$ cat config.mk
export PLATFORM = sky130hd
export DESIGN_NAME = mpw_phase_ctrl
export DESIGN_NICKNAME = d
export VERILOG_FILES = /design/src/inc/mpw_pkg.sv /design/src/hdl/mpw_phase_chan.sv /design/src/hdl/mpw_phase_ctrl.sv
export SDC_FILE = /design/constraint.sdc
export NUM_CORES = 1
export LEC_CHECK = 0
export BUFFER_PORTS_ARGS = -buffer_cell sky130_fd_sc_hd__buf_2
export CORE_ASPECT_RATIO = 1.5
export CORE_MARGIN = 4
export CORE_UTILIZATION = 40
export CTS_CLUSTER_DIAMETER = 80
export DETAILED_ROUTE_END_ITERATION = 7
export GPL_TIMING_DRIVEN = 0
export HOLD_SLACK_MARGIN = 0.02
export PLACE_DENSITY = 0.66
export SETUP_SLACK_MARGIN = 0.2
export SLEW_MARGIN = 10
export SYNTH_ARGS = -nofsm -noshare
export SYNTH_HDL_FRONTEND = slang
export SYNTH_HIERARCHICAL = 1
export SYNTH_SLANG_ARGS = --single-unit
$ cat constraint.sdc
create_clock -name pclk -period 19.1 [get_ports pclk]
set_input_delay 0.955 -clock pclk [delete_from_list [all_inputs] [get_ports pclk]]
set_output_delay 0.955 -clock pclk [all_outputs]
set_load 0.01 [all_outputs]
$ cat src/inc/mpw_pkg.sv
// ==========================================================================
// shared constants for the multiphase phase and mode controller
// ==========================================================================
package mpw_pkg;

	// clock rate and time figures
	localparam int CLK_PERIOD_NS = 20;
	localparam int RESET_TIME_NS = 50000;
	localparam int MASK_TIME_NS = 100000;
	// least time rounds up; long mask count becomes a top parameter
	localparam int RESET_CYC = (RESET_TIME_NS + CLK_PERIOD_NS - 1) / CLK_PERIOD_NS;
	localparam int MASK_CYC_DEF = MASK_TIME_NS / CLK_PERIOD_NS;
	localparam int DETECT_TICKS = 3;

	// register byte offsets
	localparam logic [7:0] ADDR_CLK_BASE = 8'h00;
	localparam logic [7:0] ADDR_CLK_SLOPE = 8'h04;
	localparam logic [7:0] ADDR_DUTY = 8'h08;
	localparam logic [7:0] ADDR_STATUS = 8'h0c;

	// reset values
	localparam logic [15:0] CLK_BASE_RST = 16'h0019;
	localparam logic [7:0] CLK_SLOPE_RST = 8'h10;
	localparam logic [15:0] DUTY_RST = 16'h0008;

	// status field positions
	localparam int ST_NPH_LSB = 0;
	localparam int ST_DONE_BIT = 2;
	localparam int ST_MULTI_BIT = 3;
	localparam int ST_RPM_BIT = 4;
	localparam int ST_DCM_BIT = 5;
	localparam int ST_TRANS_BIT = 6;
	localparam int ST_STATE_LSB = 7;

	// slope product is scaled down by this shift
	localparam int SLOPE_SHIFT = 4;

	// sequencing states
	typedef enum logic [1:0]
	{
		ST_OFF = 2'b00,
		ST_RST = 2'b01,
		ST_DET = 2'b10,
		ST_RUN = 2'b11
	} mpw_state_t;

endpackage

$ cat src/hdl/mpw_phase_chan.sv
`timescale 1ns/1ps
`default_nettype none
// ==========================================================================
// one phase channel: a pulse of programmable width per trigger
// ==========================================================================
module mpw_phase_chan #(
	parameter int DUTY_W = 16
) (
	// clock and reset
	input wire logic pclk,
	input wire logic presetn,
	input wire logic ce,
	// control
	input wire logic trig,
	input wire logic chan_en,
	input wire logic [DUTY_W-1:0] duty,
	// pulse
	output logic pwm_out
);

	logic [DUTY_W-1:0] cnt_r; // cycles of on-time left
	logic [DUTY_W-1:0] cnt_nxt;

	// retrigger reloads, so a duty at the period keeps the output high
	always_comb
	begin
		cnt_nxt = cnt_r;
		if (!chan_en)
			cnt_nxt = '0;
		else if (trig)
			cnt_nxt = duty;
		else if (cnt_r != '0)
			cnt_nxt = cnt_r - 1'b1;
	end

	// each channel counts alone, so phases may overlap
	always_ff @(posedge pclk or negedge presetn)
	begin
		if (!presetn)
		begin
			cnt_r <= '0;
			pwm_out <= 1'b0;
		end
		else if (ce)
		begin
			cnt_r <= cnt_nxt;
			pwm_out <= (cnt_nxt != '0);
		end
	end
endmodule
`default_nettype wire

$ cat src/hdl/mpw_phase_ctrl.sv
// The APB interface to the registers and the placing of the registers were chosen for this implementation.
`timescale 1ns/1ps
`default_nettype none
// Function
// - three phases default, tied pins shed
// - sink and compare phase two, three
// - detect over first three oscillator ticks
// - tied outputs high impedance after detection
// - phase outputs independent, may overlap
// - heavy load runs all phases PWM
// - light load runs phase one only
// - multiphase switching timed by master clock
// - ripple limit sets phase one high
// - ramp reaching compensation ends pulse
// - deeper sleep blocks reverse current
// - transient or current limit forces full
// - transient lasts the mask interval
// - per-phase frequency is master over count
// - master clock slows as voltage code falls
// - mask interval about one hundred microseconds
// - reset cycle precedes detection, then start
module mpw_phase_ctrl #(
	parameter int MASK_CYC = mpw_pkg::MASK_CYC_DEF,
	parameter int DUTY_W = 16
) (
	// clock, reset and freeze
	input wire logic pclk,
	input wire logic presetn,
	input wire logic ce,
	// apb slave
	input wire logic psel,
	input wire logic penable,
	input wire logic pwrite,
	input wire logic [7:0] paddr,
	input wire logic [31:0] pwdata,
	output logic [31:0] prdata,
	output logic pready,
	output logic pslverr,
	// controller enable and cpu load state
	input wire logic en_in,
	input wire logic power_state_in_n,
	input wire logic deeper_sleep_in,
	input wire logic [6:0] voltage_code,
	// analog comparator results
	input wire logic current_limit_in,
	input wire logic ripple_limit_set,
	input wire logic ramp_hit_in,
	input wire logic zero_cross_in,
	input wire logic window_ok_in,
	input wire logic phase_two_pin_high,
	input wire logic phase_three_pin_high,
	// phase pins
	output logic phase_one_out,
	output logic phase_one_oe,
	output logic phase_two_out,
	output logic phase_two_oe,
	output logic phase_two_sink,
	output logic phase_three_out,
	output logic phase_three_oe,
	output logic phase_three_sink,
	// other outputs
	output logic low_side_ctrl_n,
	output logic power_good_out,
	output logic soft_start_go
);
	import mpw_pkg::*;

	localparam int MW = $clog2(MASK_CYC + 1);
	localparam logic [11:0] RST_LAST = 12'(RESET_CYC - 1);
	localparam logic [1:0] DET_LAST = 2'(DETECT_TICKS - 1);

	// ======================================================================
	// address decode
	// ======================================================================
	function automatic logic hit(input logic [7:0] a, input logic [7:0] off);
		hit = (a == off);
	endfunction

	// ======================================================================
	// declarations
	// ======================================================================
	mpw_state_t state_r; // sequencing state
	logic [11:0] rst_cnt_r; // internal reset cycle timer
	logic [1:0] det_ticks_r; // oscillator ticks seen in detection
	logic [1:0] nph_r; // latched phase count, 1 to 3
	logic [16:0] mclk_cnt_r; // master clock divider
	logic mtick_r; // one-cycle master clock tick
	logic [1:0] slot_r; // interleave slot
	logic [6:0] code_q_r; // last voltage code
	logic dslp_q_r; // last deeper-sleep level
	logic [MW-1:0] mask_cnt_r; // transient mask timer
	logic multi_r; // full-phase PWM mode
	logic rpm_r; // single-phase ripple mode
	logic dcm_r; // ripple mode from deeper sleep
	logic rpm_q_r; // ripple-mode pulse latch
	logic [15:0] clk_base_r; // master period base, cycles
	logic [7:0] clk_slope_r; // timing resistor scale
	logic [DUTY_W-1:0] duty_r; // on-time per pulse, cycles
	logic [14:0] slope_prod; // code-dependent period addend
	logic [16:0] mper; // master period
	logic code_chg; // code or sleep edge this cycle
	logic transient; // forced full-phase window
	logic multi_nxt;
	logic [2:0] ph_en; // phases in use
	logic [2:0] trig; // per-phase triggers
	logic [2:0] chan_out; // channel pulses
	logic apb_setup; // access phase, answer pending
	logic apb_wr; // write taking effect
	logic mapped;
	logic [6:0] code_inv; // code complement, kept at code width
	logic code_vld_r; // code compare primed after the first edge

	// ======================================================================
	// master clock: period grows as the code falls
	// ======================================================================
	// complement at seven bits first, so widening cannot bring in high ones
	assign code_inv = ~voltage_code;
	assign slope_prod = 15'(code_inv) * 15'(clk_slope_r);
	assign mper = {1'b0, clk_base_r} + {6'h00, slope_prod[14:SLOPE_SHIFT]};

	// runs once detection starts; a zero period still ticks every cycle
	always_ff @(posedge pclk or negedge presetn)
	begin
		if (!presetn)
		begin
			mclk_cnt_r <= 17'h00000;
			mtick_r <= 1'b0;
		end
		else if (ce)
		begin
			if (state_r == ST_DET || state_r == ST_RUN)
			begin
				if (mclk_cnt_r + 17'h00001 >= mper)
				begin
					mclk_cnt_r <= 17'h00000;
					mtick_r <= 1'b1;
				end
				else
				begin
					mclk_cnt_r <= mclk_cnt_r + 17'h00001;
					mtick_r <= 1'b0;
				end
			end
			else
			begin
				mclk_cnt_r <= 17'h00000;
				mtick_r <= 1'b0;
			end
		end
	end

	// ======================================================================
	// sequencer: reset cycle, detection, run
	// ======================================================================
	// enable low returns the state to off; the count is kept until redone
	always_ff @(posedge pclk or negedge presetn)
	begin
		if (!presetn)
		begin
			state_r <= ST_OFF;
			rst_cnt_r <= 12'h000;
			det_ticks_r <= 2'h0;
			nph_r <= 2'h3;
		end
		else if (ce)
		begin
			if (!en_in)
				state_r <= ST_OFF;
			else
			begin
				case (state_r)
					ST_OFF:
					begin
						state_r <= ST_RST;
						rst_cnt_r <= 12'h000;
					end
					ST_RST:
					begin
						if (rst_cnt_r == RST_LAST)
						begin
							state_r <= ST_DET;
							det_ticks_r <= 2'h0;
						end
						else
							rst_cnt_r <= rst_cnt_r + 12'h001;
					end
					ST_DET:
					begin
						if (mtick_r)
						begin
							if (det_ticks_r == DET_LAST)
							begin
								state_r <= ST_RUN;
								if (phase_two_pin_high)
									nph_r <= 2'h1;
								else if (phase_three_pin_high)
									nph_r <= 2'h2;
								else
									nph_r <= 2'h3;
							end
							else
								det_ticks_r <= det_ticks_r + 2'h1;
						end
					end
					ST_RUN:
						state_r <= ST_RUN;
					default:
						state_r <= ST_OFF;
				endcase
			end
		end
	end

	// ======================================================================
	// transient window and mode choice
	// ======================================================================
	// the first edge only primes the compare, so reset is not taken for a code step
	assign code_chg = code_vld_r
		&& ((voltage_code != code_q_r) || (deeper_sleep_in != dslp_q_r));
	assign transient = code_chg || (mask_cnt_r != '0);
	// forced full phase outranks both load-state inputs
	assign multi_nxt = transient || current_limit_in
		|| (power_state_in_n && !deeper_sleep_in);

	// mask timer restarts on every code or sleep edge
	always_ff @(posedge pclk or negedge presetn)
	begin
		if (!presetn)
		begin
			code_q_r <= 7'h00;
			dslp_q_r <= 1'b0;
			mask_cnt_r <= '0;
			code_vld_r <= 1'b0;
		end
		else if (ce)
		begin
			code_vld_r <= 1'b1;
			code_q_r <= voltage_code;
			dslp_q_r <= deeper_sleep_in;
			if (code_chg)
				mask_cnt_r <= MW'(MASK_CYC);
			else if (mask_cnt_r != '0)
				mask_cnt_r <= mask_cnt_r - 1'b1;
		end
	end

	// registered mode bits
	always_ff @(posedge pclk or negedge presetn)
	begin
		if (!presetn)
		begin
			multi_r <= 1'b1;
			rpm_r <= 1'b0;
			dcm_r <= 1'b0;
		end
		else if (ce)
		begin
			multi_r <= multi_nxt;
			rpm_r <= !multi_nxt;
			dcm_r <= !multi_nxt && deeper_sleep_in;
		end
	end

	// ripple latch: the set comparator raises it, the ramp ends it
	always_ff @(posedge pclk or negedge presetn)
	begin
		if (!presetn)
			rpm_q_r <= 1'b0;
		else if (ce)
		begin
			if (!rpm_r || state_r != ST_RUN)
				rpm_q_r <= 1'b0;
			else if (rpm_q_r)
				rpm_q_r <= !ramp_hit_in;
			else
				rpm_q_r <= ripple_limit_set;
		end
	end

	// ======================================================================
	// interleave: slots rotate over the phases in use
	// ======================================================================
	always_ff @(posedge pclk or negedge presetn)
	begin
		if (!presetn)
			slot_r <= 2'h0;
		else if (ce)
		begin
			if (state_r != ST_RUN)
				slot_r <= 2'h0;
			else if (mtick_r)
				slot_r <= (slot_r + 2'h1 >= nph_r) ? 2'h0 : slot_r + 2'h1;
		end
	end

	genvar gi;
	generate
		for (gi = 0; gi < 3; gi++)
		begin : g_chan
			assign ph_en[gi] = (2'(gi) < nph_r);
			// one trigger per master tick, so each phase runs at tick over count
			assign trig[gi] = mtick_r && (slot_r == 2'(gi)) && multi_r && ph_en[gi];
			mpw_phase_chan #(
				.DUTY_W(DUTY_W)
			) u_chan (
				.pclk(pclk),
				.presetn(presetn),
				.ce(ce),
				.trig(trig[gi]),
				.chan_en(ph_en[gi] && state_r == ST_RUN),
				.duty(duty_r),
				.pwm_out(chan_out[gi])
			);
		end
	endgenerate

	// ======================================================================
	// pin drivers
	// ======================================================================
	// tied pins are released so the pull-up keeps them high
	always_ff @(posedge pclk or negedge presetn)
	begin
		if (!presetn)
		begin
			phase_one_out <= 1'b0;
			phase_one_oe <= 1'b0;
			phase_two_out <= 1'b0;
			phase_two_oe <= 1'b0;
			phase_two_sink <= 1'b0;
			phase_three_out <= 1'b0;
			phase_three_oe <= 1'b0;
			phase_three_sink <= 1'b0;
			low_side_ctrl_n <= 1'b1;
			power_good_out <= 1'b0;
			soft_start_go <= 1'b0;
		end
		else if (ce)
		begin
			phase_one_out <= multi_r ? chan_out[0] : rpm_q_r;
			phase_one_oe <= (state_r == ST_RUN);
			phase_two_out <= multi_r && chan_out[1];
			phase_two_oe <= (state_r == ST_RUN) && ph_en[1];
			phase_two_sink <= (state_r == ST_DET);
			phase_three_out <= multi_r && chan_out[2];
			phase_three_oe <= (state_r == ST_RUN) && ph_en[2];
			phase_three_sink <= (state_r == ST_DET);
			low_side_ctrl_n <= !(dcm_r && zero_cross_in);
			power_good_out <= (state_r == ST_RUN) && window_ok_in && !transient;
			soft_start_go <= (state_r == ST_RUN);
		end
	end

	// ======================================================================
	// apb slave: answer one cycle into the access phase
	// ======================================================================
	assign apb_setup = psel && penable && !pready;
	assign apb_wr = psel && penable && pready && pwrite;
	assign mapped = hit(paddr, ADDR_CLK_BASE) || hit(paddr, ADDR_CLK_SLOPE)
		|| hit(paddr, ADDR_DUTY) || hit(paddr, ADDR_STATUS);

	// read data and error are captured together with ready
	always_ff @(posedge pclk or negedge presetn)
	begin
		if (!presetn)
		begin
			pready <= 1'b0;
			pslverr <= 1'b0;
			prdata <= 32'h00000000;
		end
		else if (ce)
		begin
			pready <= apb_setup;
			pslverr <= apb_setup && !mapped;
			prdata <= 32'h00000000;
			if (apb_setup && !pwrite)
			begin
				if (hit(paddr, ADDR_CLK_BASE))
					prdata <= {16'h0000, clk_base_r};
				else if (hit(paddr, ADDR_CLK_SLOPE))
					prdata <= {24'h000000, clk_slope_r};
				else if (hit(paddr, ADDR_DUTY))
					prdata <= 32'(duty_r);
				else if (hit(paddr, ADDR_STATUS))
				begin
					prdata[ST_NPH_LSB +: 2] <= nph_r;
					prdata[ST_DONE_BIT] <= (state_r == ST_RUN);
					prdata[ST_MULTI_BIT] <= multi_r;
					prdata[ST_RPM_BIT] <= rpm_r;
					prdata[ST_DCM_BIT] <= dcm_r;
					prdata[ST_TRANS_BIT] <= transient;
					prdata[ST_STATE_LSB +: 2] <= state_r;
				end
			end
		end
	end

	// writes land only at the edge that completes the access
	always_ff @(posedge pclk or negedge presetn)
	begin
		if (!presetn)
		begin
			clk_base_r <= CLK_BASE_RST;
			clk_slope_r <= CLK_SLOPE_RST;
			duty_r <= DUTY_W'(DUTY_RST);
		end
		else if (ce && apb_wr)
		begin
			if (hit(paddr, ADDR_CLK_BASE))
				clk_base_r <= pwdata[15:0];
			if (hit(paddr, ADDR_CLK_SLOPE))
				clk_slope_r <= pwdata[7:0];
			if (hit(paddr, ADDR_DUTY))
				duty_r <= pwdata[DUTY_W-1:0];
		end
	end
endmodule
`default_nettype wire

==> summary.md <==
| Metric | Value |
|---|---|
| Starting DRT DRC Count | `766` |
| Avg WL per Cell | `19.9 um` |
| Die H | `232 um` |
| Cts hold-fix bufs | `0` |
| Hold WS | `0.459 ns` |
| Top cells by area, synth | `dfrtp_1 32%, ha_1 7.0%, mux2_2 6.2%` |
| Number of synthesized flops with an enable pin | `0` |
| Final-report hold violation count | `0` |
| Worst path arrival time | `8.81 ns` |
| Internal power | `644 uW` |
| CTS Sinks | `182` |
| Switching part of the total | `0.246` |
| Total GRT Usage | `0.213` |
| Count of standard-cell rows | `81` |
| Final setup viols | `0` |
| Area Growth Syn to Fin | `12.0%` |
| Detail Route Antenna Nets | `0` |
| Leak | `0.00701 uW` |
| Final #Nets | `1665` |
| CTS tree | `built` |
| Slowest-stage cell, CP | `fa_1` |
| #FFs+latches synth | `182` |
| CP startpoint kind | `input pin` |
| Routed vias | `11233` |
| H-tree Lvls | `4` |
| Multi-input logic area | `8150 um^2` |
| PortBufs | `70` |
| Peak VDD IR | `63.4 uV` |
| Pin count of the biggest net entering global routing | `105` |
| CP Class | `in2reg` |
| Skew final | `0.00866 ns` |
| Final non-filler cell total | `1926` |
| Clock share of power | `0.457` |
| Dpl cells | `1894` |
| I/O pin count | `108` |
| Clock slew at reported path FFs | `0.07 ns` |
| Initial core utilization | `0.407` |
| CTS resizes | `0` |
| Syn Inst Count | `1393` |
| Core area | `32800 um^2` |
| Layout cells sized above 1 | `0.173` |
| Worst Path Required | `19.47 ns` |
| CTS buffer count | `17` |
| HPWL after detailed placement | `29.2 mm` |
| Pwr Density | `57.1 nW/um^2` |
| Post-CTS Setup Bufs | `0` |
| Max Slew Vio Count | `0` |
| Post-synth ARST share | `1.00` |
| Slew at the pin closest to its max-slew limit | `0.893 ns` |
| Fmax | `0.119 GHz` |
| Sequential power share | `0.470` |
| Worst Setup End Kind | `flop` |
| Worst stage delay on the critical path | `0.54 ns` |
| Top_reg_cell synth | `dfrtp_1` |
| Synth Area per Inst | `9.59 um^2` |
| Logic pwr share | `0.073` |
| Seq/Total Area, Yosys | `0.342` |
| Max Cap Viol | `0` |
| Clk Latency, worst-skew pair | `0.45 ns` |
| Status | `finished clean` |
| Psw | `210 uW` |
| Yosys top cell by area | `dfrtp_1` |
| Post-route setup TNS | `0 ns` |
| Slew HR | `0.399` |
| Grt ovf | `0` |
| Hold/Removal Path Class | `in2async` |
| Total Routed Length | `38.3 mm` |
| Largest fanout on the critical path | `10` |
| Fillers | `3203` |
| Antenna violations before repair | `0` |
| Global-route wire length before repair | `61.0 mm` |
| Synthesized area | `13400 um^2` |
| Vias in the first global route | `11219` |
| Seq. cell area | `4570 um^2` |
| Die ar. | `36500 um^2` |
| Synth warn | `6` |
| Synth top area share | `0.324` |
| Clk buf depth | `2` |
| Routability cong. | `0.934` |
| Drt drc | `0` |
| Synth cell types | `77` |
| TritonRoute pass-1 iters | `7` |
| Vias per inst | `5.83` |
| Final worst path period need | `8.44 ns` |
| N_diodes | `0` |
| Width of the die | `157 um` |
| Tcrit/Tclk final | `0.442` |
| Root cell of the clock tree | `clkbuf_16` |
| Unrepaired setup endpoints after global routing | `false` |
## power by group through the flow
stage	logic (uW)	clock network, uW	registers, uW
after floorplan	35.4	0	406
after global placement	61.2	0	408
after detailed placement	62.9	0	409
after CTS	63.3	397	401
after global routing	69.9	413	402
final	62.5	390	401
## placed cells by master (no fill, tap or decap), types with 12 or more instances in the layout
cell type,netlist,final
or4_1,16,16
clkbuf_1,41,41
conb_1,1,16
a21o_1,15,15
o31ai_1,12,12
mux2i_1,41,41
buf_2,7,76
and3_1,12,12
fa_1,29,29
mux2_2,73,73
or3_1,18,18
a21oi_1,64,64
nand2b_1,23,23
nor4_1,25,25
a22o_1,18,18
nor3_1,33,33
buf_4,21,21
inv_1,72,72
dfrtp_1,173,173
nand2_1,92,92
nand3_1,37,37
xor2_1,26,26
o21ai_0,98,98
xnor2_1,47,47
nor2_1,72,72
clkbuf_16,0,17
ha_1,75,75
nor2b_1,48,48
o2bb2ai_1,20,20
## through the flow
stage	utilization	area (um^2)	power, uW	setup slack [ns]
2_1_floorplan	-	13400	442	11.32
3_3_place_gp	0.435	14300	469	10.32
3_5_place_dp	0.436	14300	471	10.24
4_1_cts	0.456	15000	861	10.68
5_1_grt	0.456	15000	885	10.14
6_report	0.456	15000	854	10.66
## final cells by class
type,instances,area share
multi-input combinational,1073,0.544
inverter,76,0.0191
timing repair buffer,71,0.0259
buffer,77,0.0282
clock inverter,13,0.0128
tap,415,0.0347
clock buffer,19,0.0303
sequential,182,0.305
## path summary, 6_finish.rpt
check	startpoint	end	slack, ns	cells past startpoint
setup / recovery	voltage_code[1]	mclk_cnt_r[14]	10.66	32
hold / removal	presetn	rst_cnt_r[4]	0.46	1
setup reg to reg	clk_slope_r[1]	mclk_cnt_r[14]	10.74	30
hold reg to reg	code_vld_r	code_vld_r	0.46	1
max in group asynchronous	presetn	g_chan[0].u_chan/cnt_r[4]	17.68	2
min in group pclk	code_vld_r	code_vld_r	0.46	1
## flip-flops by register name, indices dropped and copies added (netlist names), 2 cells and up
register               cells
clk_slope_r                8
duty_r                    16
state_r                    2
prdata                    16
mclk_cnt_r                17
rst_cnt_r                 12
slot_r                     2
nph_r                      2
mask_cnt_r                13
clk_base_r                16
det_ticks_r                2
g_chan.u_chan/cnt_r       48
g_chan.u_chan/pwm_out      3
code_q_r                   7
## worst max-delay path, delay by kind of cell
family                   cells  cell delay (ns)
adder cells (fa/ha/maj)      7             2.97
buffers and inverters        7             0.85
AO/OA/AOI/OAI               11             2.53
AND/OR/NAND/NOR              5             1.06
XOR/XNOR                     2             0.43
## logic make-up (layout without fill, tap and decap cells)
logic type,after synthesis,count (layout),synth area share
muxes,124,124,0.103
AOI/OAI and AO/OA,317,317,0.157
xor gates and xnor gates,73,73,0.0478
and+or+nand+nor,439,439,0.183
adders and majority gates,104,104,0.114
DFF,182,182,0.342
other,1,16,0.000281
buffers and inverters,153,256,0.0530
## synth_stat cells, drive strengths merged, types with 4 or more instances
| cell | n |
|---|---|
| nand4 | 11 |
| a32o | 5 |
| o2bb2ai | 20 |
| nor3 | 38 |
| o31a | 4 |
| clkbuf | 41 |
| and3 | 15 |
| a22o | 18 |
| o31ai | 12 |
| a22oi | 5 |
| or4b | 4 |
| o22ai | 4 |
| nand3 | 37 |
| or3 | 20 |
| o311a | 8 |
| mux2i | 41 |
| o21ai | 99 |
| buf | 36 |
| and2 | 6 |
| xnor2 | 47 |
| a211oi | 11 |
| nor2 | 72 |
| nor2b | 48 |
| nand2b | 23 |
| o21a | 4 |
| nor3b | 8 |
| a31oi | 10 |
| dfstp | 9 |
| ha | 75 |
| fa | 29 |
| inv | 73 |
| xor2 | 26 |
| nor4b | 4 |
| a21o | 15 |
| a21oi | 64 |
| nand2 | 92 |
| nor4 | 28 |
| o211ai | 10 |
| o2111ai | 4 |
| or4 | 22 |
| mux2 | 83 |
| dfrtp | 173 |
## layer usage
metal,global-route usage,vias up,share of wire
met5,0,-,0
li1,-,5245,-
met1,0.254,5524,0.39
met4,0.110,0,0.053
met2,0.368,367,0.51
met3,0.0308,97,0.046
Note: power is estimated with default switching activity, not from simulation.
